$ cat config.mk
export PLATFORM = sky130hd
export DESIGN_NAME = bus_word_error_injector
export DESIGN_NICKNAME = d
export VERILOG_FILES = /design/src/rtl/bwei_pkg.sv /design/src/rtl/word_fifo.sv /design/src/rtl/bit_timer.sv /design/src/rtl/bus_word_error_injector.sv
export SDC_FILE = /design/constraint.sdc
export NUM_CORES = 1
export LEC_CHECK = 0
export BUFFER_PORTS_ARGS = -buffer_cell sky130_fd_sc_hd__buf_2
export CORE_MARGIN = 2
export CORE_UTILIZATION = 45
export DETAILED_ROUTE_END_ITERATION = 8
export PLACE_DENSITY = 0.69
export REMOVE_ABC_BUFFERS = 1
export SKIP_CTS_REPAIR_TIMING = 1
export SLEW_MARGIN = 5
export SYNTH_ARGS = -nofsm -noshare
export SYNTH_HDL_FRONTEND = slang
export SYNTH_SLANG_ARGS = --single-unit
$ cat constraint.sdc
create_clock -name clk -period 5.4 [get_ports clk]
set_input_delay 1.08 -clock clk [delete_from_list [all_inputs] [get_ports clk]]
set_output_delay 1.08 -clock clk [all_outputs]
set_load 0.1 [all_outputs]
$ cat src/rtl/bwei_pkg.sv
// Constants shared by the bus word error injector and its helpers.
// Assumes a 250 MHz clock and 1 us bit times on the serial bus.
package bwei_pkg;

  // ==========================================================================
  // Timing
  localparam int BIT_TIME_NS   = 1000;
  localparam int CLK_PERIOD_NS = 4;
  localparam int CYC_PER_BIT   = BIT_TIME_NS / CLK_PERIOD_NS;
  localparam int HALF_CYC      = CYC_PER_BIT / 2;
  localparam int CYC_W         = $clog2(CYC_PER_BIT);
  localparam int SKEW_STEP_NS  = 20;
  localparam int SKEW_STEP_CYC = (SKEW_STEP_NS + CLK_PERIOD_NS - 1) / CLK_PERIOD_NS;
  localparam int EARLY_REF_NS  = 250;
  localparam int EARLY_REF_CYC = EARLY_REF_NS / CLK_PERIOD_NS;

  // ==========================================================================
  // Word layout
  localparam int SYNC_BITS   = 3;
  localparam int DATA_BITS   = 16;
  localparam int NORMAL_BITS = 20;
  localparam int MIN_FRAME   = 17;
  localparam int MAX_FRAME   = 27;
  localparam int ADDR_MSB    = 15;
  localparam int ADDR_LSB    = 11;

  // ==========================================================================
  // Register offsets
  localparam logic [15:0] ADDR_FRAME_LEN  = 16'h00a4;
  localparam logic [15:0] ADDR_WORD_COUNT = 16'h0146;
  localparam logic [15:0] ADDR_GAP_LEN    = 16'h0152;
  localparam logic [15:0] ADDR_ERR_SELECT = 16'h0160;
  localparam logic [15:0] ADDR_MAN_KIND   = 16'h0162;
  localparam logic [15:0] ADDR_BIT_TIME   = 16'h0164;
  localparam logic [15:0] ADDR_MASK_LOW   = 16'h0166;
  localparam logic [15:0] ADDR_MASK_HIGH  = 16'h0168;
  localparam logic [15:0] ADDR_STATUS     = 16'h016a;

  // ==========================================================================
  // Reset values
  localparam logic [15:0] RST_MAN_KIND  = 16'h8000;
  localparam logic [15:0] RST_BIT_TIME  = 16'h0008;
  localparam logic [15:0] RST_FRAME_LEN = 16'h0013;
  localparam logic [15:0] RST_ZERO      = 16'h0000;

  // ==========================================================================
  // Error select fields
  localparam int SEL_MANCHESTER = 15;
  localparam int SEL_PARITY     = 14;
  localparam int SEL_SYNC       = 13;
  localparam int SEL_BIT_COUNT  = 12;
  localparam int SEL_ADDR_PLUS  = 11;
  localparam int SEL_EXTRA_WC   = 10;
  localparam int SEL_FEWER_WC   = 9;
  localparam int SEL_WRONG_BUS  = 8;
  localparam int SEL_WORD_GAP   = 7;
  localparam int SEL_FIRST_STS  = 3;
  localparam int SEL_SECOND_STS = 2;
  localparam int SEL_FIRST_CMD  = 1;
  localparam int SEL_SECOND_CMD = 0;

  // Manchester error kind fields
  localparam int KIND_FORCE_HIGH = 15;
  localparam int KIND_FORCE_LOW  = 14;
  localparam int KIND_SYNC_HALF  = 13;
  localparam int KIND_LAST_HALF  = 12;
  localparam int KIND_LATE       = 11;
  localparam int KIND_EARLY      = 10;
  localparam int KIND_SKEW_LSB   = 0;
  localparam int KIND_SKEW_W     = 4;

  // Word kinds on the input stream
  typedef enum logic [1:0] {
    WORD_COMMAND = 2'b00,
    WORD_STATUS  = 2'b01,
    WORD_DATA    = 2'b10
  } word_kind_e;

  // Transmit sequencer states, Gray along idle, gap, send
  typedef enum logic [1:0] {
    TX_IDLE = 2'b00,
    TX_GAP  = 2'b01,
    TX_SEND = 2'b11
  } tx_state_e;

endpackage : bwei_pkg

$ cat src/rtl/word_fifo.sv
// Word FIFO between the message sequencer and the word encoder.
// Assumes one clock; both sides use valid and ready.
`timescale 1ns/10ps
module word_fifo #(
  parameter int WIDTH = 25,
  parameter int DEPTH = 16
) (
  input  wire logic             clk,
  input  wire logic             rst_n,
  input  wire logic             ce,
  input  wire logic             wrValid,
  output logic                  wrReady,
  input  wire logic [WIDTH-1:0] wrData,
  output logic                  rdValid,
  input  wire logic             rdReady,
  output logic [WIDTH-1:0]      rdData
);
  localparam int AW = $clog2(DEPTH);

  // ==========================================================================
  // Elaboration check
  if (DEPTH < 2 || (1 << AW) != DEPTH || WIDTH < 1) begin : g_bad
    $error("word_fifo depth must be a power of two of at least 2");
  end

  logic [WIDTH-1:0] mem [DEPTH];
  logic [AW:0]      wrPtr_q;
  logic [AW:0]      rdPtr_q;
  logic             full;
  logic             empty;

  // Extra pointer bit tells full from empty
  assign full    = (wrPtr_q[AW] != rdPtr_q[AW]) && (wrPtr_q[AW-1:0] == rdPtr_q[AW-1:0]);
  assign empty   = (wrPtr_q == rdPtr_q);
  assign wrReady = ~full;
  assign rdValid = ~empty;
  assign rdData  = mem[rdPtr_q[AW-1:0]];

  // ==========================================================================
  // Pointers
  always_ff @(posedge clk) begin
    if (!rst_n) begin
      wrPtr_q <= '0;
      rdPtr_q <= '0;
    end else if (ce) begin
      if (wrValid && !full) begin
        wrPtr_q <= wrPtr_q + 1'b1;
      end
      if (rdReady && !empty) begin
        rdPtr_q <= rdPtr_q + 1'b1;
      end
    end
  end

  // Storage needs no reset; empty hides stale entries
  always_ff @(posedge clk) begin
    if (ce && wrValid && !full) begin
      mem[wrPtr_q[AW-1:0]] <= wrData;
    end
  end

endmodule : word_fifo

$ cat src/rtl/bit_timer.sv
// Bit time counter: cycle within the bit and bit index within a run.
// Assumes start is a one-cycle pulse; a start on the last cycle chains runs.
`timescale 1ns/10ps
module bit_timer
  import bwei_pkg::*;
#(
  parameter int CYC   = CYC_PER_BIT,
  parameter int LEN_W = 16
) (
  input  wire logic             clk,
  input  wire logic             rst_n,
  input  wire logic             ce,
  input  wire logic             start,
  input  wire logic [LEN_W-1:0] lenBits,
  output logic [CYC_W-1:0]      cycle,
  output logic [LEN_W-1:0]      bitIdx,
  output logic                  running,
  output logic                  done
);
  // ==========================================================================
  // Elaboration check
  if (CYC < 4 || CYC > (1 << CYC_W)) begin : g_bad
    $error("bit_timer cycle count does not fit its counter");
  end

  logic [LEN_W-1:0] len_q;
  logic             lastCycle;

  assign lastCycle = running && (cycle == CYC_W'(CYC - 1));
  assign done      = lastCycle && (bitIdx == len_q - 1'b1);

  // ==========================================================================
  // Counters
  always_ff @(posedge clk) begin
    if (!rst_n) begin
      cycle   <= '0;
      bitIdx  <= '0;
      len_q   <= '0;
      running <= 1'b0;
    end else if (ce) begin
      if (start) begin
        cycle   <= '0;
        bitIdx  <= '0;
        len_q   <= lenBits;
        running <= (lenBits != '0);
      end else if (lastCycle) begin
        cycle <= '0;
        if (done) begin
          running <= 1'b0;
        end else begin
          bitIdx <= bitIdx + 1'b1;
        end
      end else if (running) begin
        cycle <= cycle + 1'b1;
      end
    end
  end

endmodule : bit_timer

$ cat src/rtl/bus_word_error_injector.sv
// Word encoder with error injection for a dual redundant serial data bus.
// Assumes an upstream sequencer feeding words with their kind, data index
// and bus; registers are written through a plain address/data port.
//
// How it works
// - Reset: forced-high error at bit eight.
// - Kind bit 15 holds bit high.
// - Kind bit 14 holds bit low.
// - Kind bit 13 forces one half-bit; 12 picks.
// - Kind bit 11 delays crossing by steps.
// - Kind bit 10 advances crossing from 250 ns.
// - Parity select inverts parity bit.
// - Sync select inverts sync pattern.
// - Bit count select uses frame length.
// - Frame length ignored unless bit count selected.
// - Word count error overrides command count in terminal mode.
// - Wrong bus response unless switchover enabled.
// - Gap select delays affected data word.
// - Two masks choose affected data words.
// - Low select bits choose command and status words.
// - Select word bit positions as laid out.
// - Address error adds one to status address in terminal mode.
`timescale 1ns/10ps
module bus_word_error_injector
  import bwei_pkg::*;
#(
  parameter int FIFO_DEPTH = 16
) (
  input  wire logic        clk,
  input  wire logic        rst_n,
  input  wire logic        ce,
  // Register port
  input  wire logic [15:0] regAddr,
  input  wire logic        regWrEn,
  input  wire logic [15:0] regWrData,
  input  wire logic        regRdEn,
  output logic      [15:0] regRdData,
  // Message context
  input  wire logic        multiTerminalMode,
  input  wire logic        switchoverEnabled,
  input  wire logic [4:0]  cmdWordCount,
  output logic      [5:0]  txWordCount,
  // Word stream in
  input  wire logic        inValid,
  output logic             inReady,
  input  wire logic [15:0] inWord,
  input  wire logic [1:0]  inKind,
  input  wire logic        inSecond,
  input  wire logic [4:0]  inIndex,
  input  wire logic        inBusB,
  // Serial side
  output logic             txLevel,
  output logic             txEnable,
  output logic             txBusB,
  output logic             txBusy
);
  localparam int FW = 25;

  // ==========================================================================
  // Elaboration check
  if (FIFO_DEPTH < 2) begin : g_bad
    $error("FIFO_DEPTH must be at least 2");
  end

  // ==========================================================================
  // Registers
  logic [15:0] frameLen_q;
  logic [15:0] wordCount_q;
  logic [15:0] gapLen_q;
  logic [15:0] errSelect_q;
  logic [15:0] manKind_q;
  logic [15:0] bitTime_q;
  logic [15:0] maskLow_q;
  logic [15:0] maskHigh_q;
  logic        fifoValid;
  tx_state_e   state_q;

  always_ff @(posedge clk) begin
    if (!rst_n) begin
      frameLen_q  <= RST_FRAME_LEN;
      wordCount_q <= RST_ZERO;
      gapLen_q    <= RST_ZERO;
      errSelect_q <= RST_ZERO;
      manKind_q   <= RST_MAN_KIND;
      bitTime_q   <= RST_BIT_TIME;
      maskLow_q   <= RST_ZERO;
      maskHigh_q  <= RST_ZERO;
    end else if (ce && regWrEn) begin
      if (regAddr == ADDR_FRAME_LEN) begin
        frameLen_q <= regWrData;
      end else if (regAddr == ADDR_WORD_COUNT) begin
        wordCount_q <= regWrData;
      end else if (regAddr == ADDR_GAP_LEN) begin
        gapLen_q <= regWrData;
      end else if (regAddr == ADDR_ERR_SELECT) begin
        errSelect_q <= regWrData;
      end else if (regAddr == ADDR_MAN_KIND) begin
        manKind_q <= regWrData;
      end else if (regAddr == ADDR_BIT_TIME) begin
        bitTime_q <= regWrData;
      end else if (regAddr == ADDR_MASK_LOW) begin
        maskLow_q <= regWrData;
      end else if (regAddr == ADDR_MASK_HIGH) begin
        maskHigh_q <= regWrData;
      end
    end
  end

  // Read data is registered; unmapped offsets read zero
  always_ff @(posedge clk) begin
    if (!rst_n) begin
      regRdData <= 16'h0000;
    end else if (ce && regRdEn) begin
      if (regAddr == ADDR_FRAME_LEN) begin
        regRdData <= frameLen_q;
      end else if (regAddr == ADDR_WORD_COUNT) begin
        regRdData <= wordCount_q;
      end else if (regAddr == ADDR_GAP_LEN) begin
        regRdData <= gapLen_q;
      end else if (regAddr == ADDR_ERR_SELECT) begin
        regRdData <= errSelect_q;
      end else if (regAddr == ADDR_MAN_KIND) begin
        regRdData <= manKind_q;
      end else if (regAddr == ADDR_BIT_TIME) begin
        regRdData <= bitTime_q;
      end else if (regAddr == ADDR_MASK_LOW) begin
        regRdData <= maskLow_q;
      end else if (regAddr == ADDR_MASK_HIGH) begin
        regRdData <= maskHigh_q;
      end else if (regAddr == ADDR_STATUS) begin
        regRdData <= {12'h000, ~inReady, fifoValid, state_q};
      end else begin
        regRdData <= 16'h0000;
      end
    end
  end

  // ==========================================================================
  // Word FIFO
  logic          fifoPop;
  logic [FW-1:0] fifoData;
  logic [15:0]   nxWord;
  logic [1:0]    nxKind;
  logic          nxSecond;
  logic [4:0]    nxIndex;
  logic          nxBusB;

  word_fifo #(
    .WIDTH (FW),
    .DEPTH (FIFO_DEPTH)
  ) u_fifo (
    .clk     (clk),
    .rst_n   (rst_n),
    .ce      (ce),
    .wrValid (inValid),
    .wrReady (inReady),
    .wrData  ({inWord, inKind, inSecond, inIndex, inBusB}),
    .rdValid (fifoValid),
    .rdReady (fifoPop),
    .rdData  (fifoData)
  );

  assign {nxWord, nxKind, nxSecond, nxIndex, nxBusB} = fifoData;

  // ==========================================================================
  // Which words carry the errors
  logic        nxAffected;
  logic [31:0] wordMask;
  logic        nxGap;
  logic [15:0] nxFrameBits;
  logic [15:0] frameClamped;

  assign wordMask = {maskHigh_q, maskLow_q};

  // Command and status word choice; data word masks
  always_comb begin
    nxAffected = 1'b0;
    if (nxKind == WORD_COMMAND) begin
      nxAffected = nxSecond ? errSelect_q[SEL_SECOND_CMD] : errSelect_q[SEL_FIRST_CMD];
    end else if (nxKind == WORD_STATUS) begin
      nxAffected = nxSecond ? errSelect_q[SEL_SECOND_STS] : errSelect_q[SEL_FIRST_STS];
    end else if (nxKind == WORD_DATA) begin
      nxAffected = wordMask[nxIndex];
    end
  end

  // Out-of-range lengths are held to the legal span
  always_comb begin
    frameClamped = frameLen_q;
    if (frameLen_q < 16'(MIN_FRAME)) begin
      frameClamped = 16'(MIN_FRAME);
    end else if (frameLen_q > 16'(MAX_FRAME)) begin
      frameClamped = 16'(MAX_FRAME);
    end
  end

  // Word length only follows the register under bit count
  assign nxFrameBits = (nxAffected && errSelect_q[SEL_BIT_COUNT]) ? frameClamped
                                                                  : 16'(NORMAL_BITS);
  // Gap only before affected data words
  assign nxGap = nxAffected && errSelect_q[SEL_WORD_GAP] && (nxKind == WORD_DATA)
                 && (gapLen_q != 16'h0000);

  // ==========================================================================
  // Sequencer
  logic             launch;
  logic             timerStart;
  logic [15:0]      timerLen;
  logic [CYC_W-1:0] cyc;
  logic [15:0]      bitIdx;
  logic             timerDone;
  logic [15:0]      frameBits_q;

  // A word follows the previous one with no idle cycle
  assign launch     = fifoValid && ((state_q == TX_IDLE) || (state_q == TX_SEND && timerDone));
  assign fifoPop    = launch;
  assign timerStart = launch || (state_q == TX_GAP && timerDone);
  assign timerLen   = launch ? (nxGap ? gapLen_q : nxFrameBits) : frameBits_q;

  bit_timer #(
    .CYC   (CYC_PER_BIT),
    .LEN_W (16)
  ) u_timer (
    .clk     (clk),
    .rst_n   (rst_n),
    .ce      (ce),
    .start   (timerStart),
    .lenBits (timerLen),
    .cycle   (cyc),
    .bitIdx  (bitIdx),
    .running (),
    .done    (timerDone)
  );

  // State follows the timer
  always_ff @(posedge clk) begin
    if (!rst_n) begin
      state_q <= TX_IDLE;
    end else if (ce) begin
      case (state_q)
        TX_IDLE: begin
          if (launch) begin
            state_q <= nxGap ? TX_GAP : TX_SEND;
          end
        end
        TX_GAP: begin
          if (timerDone) begin
            state_q <= TX_SEND;
          end
        end
        TX_SEND: begin
          if (launch) begin
            state_q <= nxGap ? TX_GAP : TX_SEND;
          end else if (timerDone) begin
            state_q <= TX_IDLE;
          end
        end
        default: begin
          state_q <= TX_IDLE;
        end
      endcase
    end
  end

  // ==========================================================================
  // Current word
  logic [15:0] curWord_q;
  logic        curParity_q;
  logic        curPosSync_q;
  logic        curSyncInv_q;
  logic        curManch_q;
  logic        curBusB_q;
  logic [15:0] sentWord;

  // Status address plus one in terminal mode
  always_comb begin
    sentWord = nxWord;
    if (nxKind == WORD_STATUS && nxAffected && multiTerminalMode
        && errSelect_q[SEL_ADDR_PLUS]) begin
      sentWord[ADDR_MSB:ADDR_LSB] = nxWord[ADDR_MSB:ADDR_LSB] + 5'h01;
    end
  end

  // Latched at launch so writes mid-word, except to kind and bit time, cannot tear it
  always_ff @(posedge clk) begin
    if (!rst_n) begin
      curWord_q    <= 16'h0000;
      curParity_q  <= 1'b0;
      curPosSync_q <= 1'b0;
      curSyncInv_q <= 1'b0;
      curManch_q   <= 1'b0;
      curBusB_q    <= 1'b0;
      frameBits_q  <= 16'(NORMAL_BITS);
    end else if (ce && launch) begin
      curWord_q    <= sentWord;
      curParity_q  <= (~^sentWord) ^ (nxAffected && errSelect_q[SEL_PARITY]);
      curPosSync_q <= (nxKind != WORD_DATA);
      curSyncInv_q <= nxAffected && errSelect_q[SEL_SYNC];
      curManch_q   <= nxAffected && errSelect_q[SEL_MANCHESTER];
      // Answer on the other bus unless switchover is enabled
      curBusB_q    <= nxBusB ^ ((nxKind != WORD_COMMAND) && errSelect_q[SEL_WRONG_BUS]
                                && !switchoverEnabled);
      frameBits_q  <= nxFrameBits;
    end
  end

  // ==========================================================================
  // Line level
  logic [3:0]  skewSteps;
  logic [8:0]  crossAt;
  logic        errBit;
  logic        secondHalf;
  logic        nominal;
  logic        level;
  logic [15:0] dataPos;
  logic [2:0]  halfIdx;

  assign skewSteps  = manKind_q[KIND_SKEW_LSB +: KIND_SKEW_W];
  // Only the programmed bit time is disturbed
  assign errBit     = curManch_q && (bitIdx == bitTime_q);
  assign secondHalf = (cyc >= CYC_W'(HALF_CYC));
  assign dataPos    = bitIdx - 16'(SYNC_BITS);
  assign halfIdx    = {bitIdx[1:0], secondHalf};

  // Crossing point of the selected bit moves late or early
  always_comb begin
    crossAt = 9'(HALF_CYC);
    if (errBit && manKind_q[KIND_LATE]) begin
      // Late by one step per count, plus one
      crossAt = 9'(HALF_CYC + (int'(skewSteps) + 1) * SKEW_STEP_CYC);
    end else if (errBit && manKind_q[KIND_EARLY]) begin
      // Early from the reference, counts pull it back
      crossAt = 9'(HALF_CYC - EARLY_REF_CYC + (int'(skewSteps) + 1) * SKEW_STEP_CYC);
    end
  end

  // Undisturbed sync, Manchester bits, parity and padding
  always_comb begin
    nominal = 1'b0;
    if (bitIdx < 16'(SYNC_BITS)) begin
      nominal = curPosSync_q ? (halfIdx < 3'd3) : (halfIdx >= 3'd3);
      nominal = nominal ^ curSyncInv_q;
    end else begin
      if (dataPos < 16'(DATA_BITS)) begin
        nominal = curWord_q[4'(DATA_BITS - 1) - dataPos[3:0]];
      end else if (dataPos == 16'(DATA_BITS)) begin
        nominal = curParity_q;
      end
      // Padding bits past parity are coded as zeros
      if ({1'b0, cyc} >= crossAt) begin
        nominal = ~nominal;
      end
    end
  end

  // Forced levels override the coded level
  always_comb begin
    level = nominal;
    if (errBit && manKind_q[KIND_SYNC_HALF]) begin
      // Only the chosen half of the bit is forced
      if (secondHalf == manKind_q[KIND_LAST_HALF]) begin
        level = manKind_q[KIND_FORCE_HIGH];
      end
    end else if (errBit && manKind_q[KIND_FORCE_HIGH]) begin
      level = 1'b1;
    end else if (errBit && manKind_q[KIND_FORCE_LOW]) begin
      level = 1'b0;
    end
  end

  // ==========================================================================
  // Outputs from flops; one cycle behind the timer
  always_ff @(posedge clk) begin
    if (!rst_n) begin
      txLevel  <= 1'b0;
      txEnable <= 1'b0;
      txBusB   <= 1'b0;
      txBusy   <= 1'b0;
    end else if (ce) begin
      txLevel  <= (state_q == TX_SEND) && level;
      txEnable <= (state_q == TX_SEND);
      txBusB   <= curBusB_q;
      txBusy   <= (state_q != TX_IDLE) || fifoValid;
    end
  end

  // Word count taken from the error register when selected in terminal mode
  always_ff @(posedge clk) begin
    if (!rst_n) begin
      txWordCount <= 6'h20;
    end else if (ce) begin
      if (multiTerminalMode && (errSelect_q[SEL_EXTRA_WC] || errSelect_q[SEL_FEWER_WC])) begin
        txWordCount <= (wordCount_q[4:0] == 5'h00) ? 6'h20 : {1'b0, wordCount_q[4:0]};
      end else begin
        txWordCount <= (cmdWordCount == 5'h00) ? 6'h20 : {1'b0, cmdWordCount};
      end
    end
  end

endmodule : bus_word_error_injector

Word-level counts from Yosys, hierarchy flattened
Memory sizes are Yosys's and may differ from the RTL's. A register that Yosys moved wholly into a read port is not among the register bits. Index checks and enable logic that the tools add are counted. W data, S select, Z words.

Add/sub/neg operators: 11. Multipliers: 1. Magnitude comparators: 10. Equality and inequality tests: 26. Multiplexer cells: 58. Bitwise gates (word level): 13. Reduce and logical (&&, ||, !) cells: 67.

Operators by type and width (count): $mux W16 (16); $eq A16 B9 Y1 const B (8); $logic_and A1 B1 Y1 (33); $eq A16 B16 Y1 (2); $lt A16 B5 Y1 const B (2); $reduce_bool A16 Y1 (2); $mux W8 (3); $mux W1 (22); $mux W6 (3); $mux W9 (2); $add A16 B1 Y16 const B (1); $eq A16 B5 Y1 const B (1); $eq A16 B8 Y1 const B (1); $gt A16 B5 Y1 const B (1); $lt A16 B2 Y1 const B (1); $reduce_xnor A16 Y1 (1); $sub A16 B1 Y16 const B (1); $sub A16 B2 Y16 const B (1); $add A5 B1 Y5 const B (3); $mux W4 (3); $logic_not A5 Y1 (2); $mux W2 (5); $not A1 Y1 (10); $reduce_and A2 Y1 (5); 38 further kinds (57).

Register bits: 244. Memory bits (writable): 400. Input bits: 70. Output and inout bits: 27. Word-level logic and storage cells: 215. Memories kept: 1.

Memories: u_fifo.mem (words 16, width 25, read ports 1, clocked after Yosys merged registers in 1, write ports 1, RTL line word_fifo.sv:26) `logic [WIDTH-1:0] mem [DEPTH];`.

Logic depth before layout (Yosys ltp)
Gate-level depths: netlist of run 1.

Depth after elaboration: 13. Mapped depth: 21. Gate-level depth less buffers: 20.

Modules after synthesis
A second synthesis of run 1 with hierarchy kept.

Cell total of the unflattened synthesis: 2259. Area total of the unflattened synthesis: 29117.9 sq um.

Modules (own cells, without submodules): word_fifo (instances 1, cells an instance 662, area an instance 15884.0 sq um, seq. area each 12291.8 sq um); bus_word_error_injector (instances 1, cells an instance 1264, area an instance 10537.6 sq um, seq. area each 3863.7 sq um); bit_timer (instances 1, cells an instance 333, area an instance 2696.3 sq um, seq. area each 820.8 sq um).

Worst setup path after synthesis of run 1
No wires, ideal clock.

Kind: register -> register. Start: reg u_fifo.wrPtr_q[2]. End: mem u_fifo.mem[3][0] (enable). Library setup time: 0.438 ns. Arrival time: 3.895 ns. Required time: 4.962 ns. Path slack: 1.067 ns. Cell stages (with the launch flop): 9. Buffers on the path: 2. Period minus slack after synthesis: 4.333 ns. Path through: dfxtp_1 clkbuf_1 xor2_1 nor4_1 nand2_1 and3_1 clkbuf_1 nand2_1 nor3_1.

Longest elaborated chain between the ends: 6.

RTL lines: from (decl) (RTL line word_fifo.sv:27) `logic [AW:0] wrPtr_q;`; from (signal assigned) (RTL line word_fifo.sv:47) `wrPtr_q <= wrPtr_q + 1'b1;`; $eq A4 B4 Y1 (RTL line word_fifo.sv:33) `assign full = (wrPtr_q[AW] != rdPtr_q[AW]) && (wrPtr_q[AW-1:0] == rdPtr_q[AW-1:0]);`; $logic_and A1 B1 Y1 (RTL line word_fifo.sv:33); $logic_not A1 Y1 (RTL line word_fifo.sv:57) `if (ce && wrValid && !full) begin`; $logic_and A1 B1 Y1 (RTL line word_fifo.sv:57); $mux W1 (RTL line word_fifo.sv:57); $mux W1 (implied by the code) (RTL line word_fifo.sv:58) `mem[wrPtr_q[AW-1:0]] <= wrData;`; to (decl) (RTL line word_fifo.sv:26).

Parallel ways exist; a longest one is shown, timed or not.

==> results of run 1 <==
## where the power goes
part | total, W | internal (W) | leakage (nW) | switching [W]
Sequential | 0.00544 | 0.00533 | 5.61 | 0.000108
Combinational | 0.00136 | 0.000571 | 4.33 | 0.000787
Clock | 0.00484 | 0.00281 | 1.13 | 0.00203
## final timing paths
path	endpoint	slack [ps]	depth (start not counted)
setup reg to reg	u_timer.running	770	12
hold / removal	curWord_q[1]	460	2
setup / recovery	u_timer.running	770	12
hold reg to reg	curWord_q[1]	460	2
## layer usage
| metal | vias to the layer above | share of wire (%) | wire, um |
|---|---|---|---|
| met5 | - | 0.043 | 32 |
| met4 | 6 | 3.3 | 2410 |
| met3 | 160 | 7.4 | 5500 |
| met2 | 840 | 48 | 35500 |
| met1 | 9495 | 41 | 30500 |
| li1 | 8555 | - | - |
## layout make-up
cell class | count | area [sq um] | area share, %
Antenna cell | 1 | 2.50 | 0.00773
Clock buffer | 83 | 1800 | 5.55
Clock inverter | 40 | 557 | 1.72
Inverter | 32 | 120 | 0.371
Multi-Input combinational cell | 1435 | 11100 | 34.2
Sequential cell | 648 | 17000 | 52.5
Tap cell | 846 | 1060 | 3.27
Timing Repair Buffer | 128 | 777 | 2.40
## critical path: cells and delay by family (launching register included)
| family | cells | cell delay, ps |
|---|---|---|
| AND/OR/NAND/NOR | 5 | 1760 |
| multiplexers | 3 | 1250 |
| AO/OA/AOI/OAI | 4 | 920 |
| flip-flops | 1 | 600 |
## synthesized netlist by cell type, drive strengths merged (5+ instances only)
master	number
and2	24
o22ai	6
xnor2	54
nand3	36
o31ai	6
mux4	121
ha	28
nand2b	11
a222oi	15
mux2i	64
xor2	43
o21ai	81
nor2	68
a21boi	126
nor3b	6
a21oi	45
nand2	389
nor3	27
nand4	28
nor4	22
or3	5
or4	8
and3	26
buf	56
a22oi	25
inv	32
nand3b	5
edfxtp	400
dfxtp	248
clkbuf	96
nor2b	38
o211a	28
a221oi	23
a21o	11
a31oi	5
## kinds of logic after synthesis
family / share of synthesized area (%)
buffers and inverters: 2.87
adder cells (fa/ha/maj): 1.29
multiplexers: 11.9
XOR/XNOR: 3.04
AND/OR/NAND/NOR: 11.4
flip-flops: 59.1
AO/OA/AOI/OAI: 10.4
## through the flow
stage	util [%]	cell area, sq um	power (W)	setup TNS, ps	hold slack (ps)
after floorplan	-	28000	0.00652	-50780	438
after global placement	47.6	30000	0.00686	0	450
after detailed placement	47.6	30000	0.00689	0	457
after CTS	51.3	32400	0.0117	0	465
after global routing	51.3	32400	0.0120	0	488
final	51.3	32400	0.0116	0	460
==> impl_metrics.tcl, run 1 <==
set metrics [dict create \
    drcViolationCount 0 \
    grt_pass1_wl_mm 112 \
    fin_crit_ps 4630 \
    htree_num_levels 3 \
    yosysTopAreaCellShare_pct 41.8 \
    synth_area_leaders "edfxtp_1, dfxtp_1, mux4_2, nand2_1, a21boi_0" \
    largest_register_ffs 400 \
    crit_chain "mux4_2, mux2_2, and2_1, nor2_1, mux2_2, o2bb2ai_1, or4_1, a21oi_1, and2_1, a22oi_1, nand4_1, o311a_1" \
    grt_overflow_total 0 \
    worstHoldStart "curWord_q[1]" \
    initial_utilization_pct 45.5 \
    drive_gt1_share_pct 17.1 \
    synth.distinct_cells 83 \
    met1_usage_pct 30.0 \
    worst_pin_slew_ps 1260 \
    layout_commonest_cell "edfxtp_1" \
    cp.arrival_ps 5160 \
    fin_crit_sh_pct 85.8 \
    die-height_um 257 \
    synth_seq_cells 648 \
    drtAntennaViolNets 0 \
    cts_buffers 68 \
    avgSynthCellArea_sq_um 12.7 \
    layout_setup_ws_ps 768 \
    slowest_delay_ps 600 \
    status "completed" \
    seq_area_frac_synth_pct 59.1 \
    synthToLayoutAreaGrowth_pct 12.7 \
    drt_iter0_drc 2072 \
    drv_cap 0 \
    worstSetupPathType "flop to flop" \
    globalplace.congestion 0.951 \
    viasPerCell 5.93 \
    grtUsageMet3_pct 3.57 \
    grtUsageMet2_pct 36.6 \
    ys.flop_type "edfxtp_1" \
    postSynth.asyncResetShare_pct 0 \
    cts_tree "built" \
    grt_pass1_vias 18600 \
    setup_viol 0 \
    ctsRootBufferMaster "clkbuf_16" \
    stdcell_count 3213 \
    clk_pin_slew_ps 60 \
    pin_count 97 \
    synthCells 2267 \
    hold_class "flop to flop" \
    routedWlPerCell_um 23.0 \
    finalMaxSlewViolations 0 \
    max_freq_mhz 216 \
    final_cell_mix "edfxtp_1, nand2_1, dfxtp_1" \
    clock_latency_ps 630 \
    critPathLaunchType "flop" \
    synth_edf_count 400 \
    dieWidth_um 257 \
    place_inst 3089 \
    core_sq_um 63100 \
    busiest_layer "met2" \
    vias 19100 \
    routed_wl_mm 74.0 \
    yosysWarnings 0 \
    maxSlewHeadroom_pct 15.9 \
    io_buffers 96 \
    skew_ps 53.6 \
    worstPathRequired_ps 5930 \
    crit_slowest_cell "dfxtp_2" \
    dp_slack_ps 838 \
    syn_area_sq_um 28700 \
    dp_hpwl_mm 46.4 \
    fill_cells 5361 \
    num-nets-final 2412 \
    gr-usage-all-layers_pct 22.2 \
    vdd_drop_max_mv 0.303 \
    dieArea_sq_um 65900 \
    p_per_area_nw_per_um2 360 \
    std_cell_rows 92 \
    critPathCaptureType "flop" \
    clock_sinks 648 \
    rsz0062_at_grt "no" \
    clock_path_buffers 3 \
    crit_fanout 17 \
    grt_max_degree 131 \
    antenna_found_initial 4 \
    power.leakage_nw 11.1 \
    synth_top_area_cell "edfxtp_1" \
    drtPass1Iterations 6 \
    final_hold_viol_count 0 \
]
(Power assumes the default switching activity.)
==> run 2, diff against run 1 <==
Settings changed: ABC_AREA set to 1.
==> run 2 against run 1 <==
  * Area after synthesis rose by 1.5%
  * Combinational power fell by 10%
  * Die area is 1.5% higher
  * Critical path type unchanged
  * Clock skew rose by 4.8 ps
  * Utilization down 0.49 points
  * Fmax up 9.7%
  * Largest power group unchanged
  * Synthesized cell count increased by 35%
  * Sequential power is 2% lower
  * Worst hold slack worse by 28 ps
  * Global-route usage grew 1.9 points
  * Sequential share of layout area fell by 0.46 points
==> impl_metrics.tcl, run 2 <==
set metrics [dict create \
    seq_area_frac_synth_pct 58.2 \
    drv_cap 0 \
    synth_top_area_cell "edfxtp_1" \
    status "completed" \
    drive_gt1_share_pct 9.97 \
    fin_crit_sh_pct 78.2 \
    die-height_um 259 \
    setup_viol 0 \
    drtAntennaViolNets 0 \
    drt_iter0_drc 2611 \
    critPathTopFamily "adder cells" \
    ys.flop_type "edfxtp_1" \
    placed_area_sq_um 30200 \
    hold_slack_ps 432 \
    dieArea_sq_um 66900 \
    worstPathRequired_ps 5920 \
    rsz0062_at_grt "no" \
    largest_register_ffs 400 \
    grt_max_degree 117 \
    max_freq_mhz 237 \
    synth_seq_cells 648 \
    pin_count 97 \
    cts_tree "built" \
    core_sq_um 64200 \
    io_buffers 96 \
    synth.distinct_cells 65 \
    drcViolationCount 0 \
    ctsRootBufferMaster "clkbuf_16" \
    worstSetupPathType "flop to flop" \
    initial_utilization_pct 45.4 \
    stdcell_area_sq_um 32700 \
    postLayoutCoreUtil_pct 50.8 \
    yosysTopAreaCellShare_pct 41.2 \
    synth_common_cells "nand2_1, nor2_1, edfxtp_1" \
    avgSynthCellArea_sq_um 9.54 \
    critical_path.reg2reg.startpoint "manKind_q[0]" \
    cp.arrival_ps 4740 \
    cts_buffers 70 \
    synth_edf_count 400 \
    std_cell_rows 93 \
    drtPass1Iterations 5 \
    routedWlPerCell_um 20.5 \
    slowest_delay_ps 490 \
    vdd_drop_max_mv 0.294 \
    finalMaxSlewViolations 0 \
    num-nets-final 3187 \
    hold_class "flop to flop" \
    critical_path_buf_inv_count 4 \
    yosysMostFrequentCell "nand2_1" \
    clk_pin_slew_ps 60 \
    htree_num_levels 3 \
    stdcell_count 3996 \
    place_inst 3871 \
    dieWidth_um 259 \
    worst_pin_slew_ps 1210 \
    critPathCaptureType "flop" \
    postSynth.asyncResetShare_pct 0 \
    critPathLaunchType "flop" \
    vias 22800 \
    yosysWarnings 0 \
    skew_ps 58.4 \
    viasPerCell 5.70 \
    synth_area_leaders "edfxtp_1, dfxtp_1, nand2_1, nor2_1, o21ai_0" \
    grt_pass1_vias 20900 \
    globalplace.congestion 0.986 \
    fin_crit_ps 4220 \
    grt_overflow_total 0 \
    final_cell_mix "nand2_1, edfxtp_1, nor2_1" \
    synthCells 3057 \
    clock_latency_ps 660 \
    gr-usage-all-layers_pct 24.0 \
    clock_sinks 648 \
    routed_wl_mm 82.1 \
    crit_fanout 8 \
    grt_pass1_wl_mm 124 \
    p_per_area_nw_per_um2 354 \
    synthToLayoutAreaGrowth_pct 11.9 \
    layout_commonest_cell "nand2_1" \
    power.leakage_nw 11.9 \
    worstHoldStart "frameBits_q[4]" \
    crit_slowest_cell "dfxtp_1" \
    syn_area_sq_um 29200 \
    dp_hpwl_mm 51.4 \
    final_hold_viol_count 0 \
    antenna_found_initial 5 \
    clock_path_buffers 3 \
    maxSlewHeadroom_pct 19.2 \
    startpoint "manKind_q[0]" \
]
[run 2: worst paths after layout]
path,to,depth (start not counted),slack (ps)
hold reg to reg,frameBits_q[4],2,430
setup / recovery,txLevel,25,1180
hold / removal,frameBits_q[4],2,430
setup reg to reg,txLevel,25,1180
[run 2: kinds of logic (layout without fill, tap and decap cells)]
kind of cell	Yosys count	in the layout	synth area share, %
flip-flops	648	648	58.2
AO/OA/AOI/OAI	732	732	15.2
XOR/XNOR	67	67	2.01
buffers and inverters	434	517	6.44
adder cells (fa/ha/maj)	29	29	1.27
other	0	1	0
AND/OR/NAND/NOR	1147	1147	16.8
[run 2: worst reg2reg max path, stage by stage, from the launching register on]
cell      delay, ps
dfxtp_1         490
inv_1           170
ha_1            390
inv_1            90
nor2_1           50
nor2_1           80
ha_1            180
inv_1            60
fa_1            390
xnor2_1         280
inv_1           130
nand3_1         130
nor2_1           50
o21ai_0         230
a32o_1          180
ha_1            240
a21oi_1         130
nand2_1          70
a21o_1          170
nand2_1          60
nand2_1          40
nand3b_1         70
nand2_1          70
o21ai_0         160
nand3_1          90
a21oi_1         130
[run 2: metal layers]
layer | up-vias | GRT usage, % | share of wire, %
li1 | 10800 | - | -
met1 | 10700 | 32.4 | 42
met2 | 1047 | 38.8 | 46
met3 | 203 | 4.24 | 8.5
met4 | 6 | 9.02 | 3.4
met5 | - | 0 | 0.043
[run 2: where the power goes]
part	total [W]	internal [W]	switching (W)	leakage [nW]
Clock	0.00499	0.00288	0.00211	1.17
Sequential	0.00535	0.00530	0.0000497	5.61
Combinational	0.00122	0.000343	0.000876	5.09
Total	0.0116	0.00853	0.00303	11.9
[run 2: through the flow]
stage | total power (W) | TNS (ps) | worst slack (ps)
final | 0.0116 | 0 | 1180
after global routing | 0.0120 | 0 | 670
after CTS | 0.0116 | 0 | 1210
after detailed placement | 0.00666 | 0 | 1220
after global placement | 0.00664 | 0 | 1350
after floorplan | 0.00629 | -86250 | -2630
[run 2: layout make-up]
class / instances / area, sq um
clock buffers: 85 / 1890
inverters: 269 / 1020
flip-flops and latches: 648 / 17000
repair buffers: 124 / 703
diodes: 1 / 2.50
fillers: 5888 / 31600
multi-input cells: 1975 / 10400
well taps: 855 / 1070
clock inverters: 39 / 541
==> run 3, diff against run 2 <==
Settings changed: ABC_AREA 1 to 0.
Clock period 5.4 ns to 4.1 ns, I/O delays scaled along.
==> run 3 against run 2 <==
  * Via count is 14% lower
  * Critical path depth decreased by 7
  * Sequential cell count unchanged
  * Clock skew down 13 ps
  * Final area grew 1.5%
  * Wire length is 6.2% lower
  * First-iteration DRC count down 16%
  * Total power increased by 33%
  * Largest cell class unchanged
  * Cell count down 18%
  * Combinational power is 62% higher
  * Non-clock buffer count is 84 higher
==> impl_metrics.tcl, run 3 (synthesis results as in run 1) <==
set metrics [dict create \
    fin_crit_ps 3960 \
    p_total_w 0.0153 \
    worstSetupPathType "flop to flop" \
    vias 19600 \
    dieArea_sq_um 65900 \
    worst_pin_slew_ps 1240 \
    rsz0062_at_grt "yes" \
    synthToLayoutAreaGrowth_pct 15.4 \
    grt_overflow_total 0 \
    gr-usage-all-layers_pct 22.9 \
    hold_class "flop to flop" \
    fin_crit_sh_pct 96.6 \
    cts_buffers 69 \
    die-height_um 257 \
    routed_wl_mm 77.0 \
    routedWlPerCell_um 23.4 \
    htree_num_levels 3 \
    p_per_area_nw_per_um2 463 \
    final_cell_mix "edfxtp_1, nand2_1, dfxtp_1" \
    viasPerCell 5.95 \
    dp_slack_ps -5.21 \
    drtPass1Iterations 9 \
    cp.arrival_ps 4470 \
    initial_utilization_pct 45.5 \
    clock_sinks 648 \
    vdd_drop_max_mv 0.374 \
    globalplace.congestion 0.936 \
    worstPathRequired_ps 4610 \
    clock_path_buffers 3 \
    startpoint "manKind_q[1]" \
    drcViolationCount 0 \
    maxSlewHeadroom_pct 16.8 \
    cts_tree "built" \
    finalMaxSlewViolations 0 \
    grt_pass1_wl_mm 116 \
    worstHoldStart "curWord_q[8]" \
    tns_ps 0 \
    crit_fanout 5 \
    ctsRootBufferMaster "clkbuf_16" \
    io_buffers 96 \
    drive_gt1_share_pct 20.4 \
    antenna_cells 0 \
    layout_commonest_cell "edfxtp_1" \
    clock_latency_ps 640 \
    max_freq_mhz 253 \
    final_hold_viol_count 0 \
    std_cell_rows 92 \
    layout_setup_ws_ps 140 \
    dp_hpwl_mm 48.8 \
    antenna_found_initial 5 \
    clk_pin_slew_ps 60 \
    dieWidth_um 257 \
    power.leakage_nw 11.5 \
    largest_register_ffs 400 \
    critPathLaunchType "flop" \
    drv_cap 0 \
    drt_iter0_drc 2187 \
    grt_max_degree 113 \
    core_sq_um 63100 \
    num-nets-final 2493 \
    skew_ps 45.8 \
    setup_viol 0 \
    grt_pass1_vias 19300 \
    pin_count 97 \
    critical_path.reg2reg.startpoint "manKind_q[1]" \
    drtAntennaViolNets 0 \
    critPathCaptureType "flop" \
    status "completed" \
]
==> run 3: cell type report <==
class / instances / area, sq um
Clock buffer: 97 / 1920
Clock inverter: 30 / 379
Sequential cell: 648 / 17000
Inverter: 32 / 120
Fill cell: 5328 / 29900
Multi-Input combinational cell: 1435 / 11200
Tap cell: 846 / 1060
Timing Repair Buffer: 208 / 1480
==> run 3: final timing paths <==
path	depth (start not counted)	slack, ps	endpoint
worst max-delay path	18	140	txLevel
worst min-delay path	2	470	curWord_q[8]
worst max register to register	18	140	txLevel
worst min register to register	2	470	curWord_q[8]
==> run 3: metal layers <==
| layer | up-vias | global-route usage (%) | part of all wire (%) |
|---|---|---|---|
| met5 | - | 0 | 0.060 |
| met4 | 8 | 8.59 | 3.4 |
| met3 | 171 | 4.07 | 7.8 |
| met2 | 844 | 38.1 | 49 |
| met1 | 9841 | 29.9 | 40 |
| li1 | 8732 | - | - |
==> run 3: stage by stage <==
step	std cells	utilization [%]	hold WS (ps)	cell area, sq um
CTS	3287	52.1	466	32900
finish	3296	52.6	465	33200
floorplan	2115	-	438	28000
global route	3296	52.6	495	33200
detailed placement	3160	48.5	458	30600
global placement	3160	48.5	446	30600
==> run 3: critical path, stage by stage, from the launching register on <==
cell and delay [ps]:
dfxtp_1 410, nand3_1 160, xor2_1 240, xnor2_1 150, ha_2 190, inv_1 50, fa_1 580, nand2b_1 80
or3_4 340, o21ai_0 150, a21o_1 140, xor2_1 150, o21ai_0 110, ha_1 280, a21o_1 200, and4b_1 180
o21ai_1 120, a21oi_1 80, o32ai_1 240
==> run 3: power breakdown <==
part           total (W)  internal [W]  switching, W
Clock            0.00626       0.00359       0.00267
Combinational    0.00198      0.000850       0.00113
Sequential       0.00710       0.00701     0.0000832
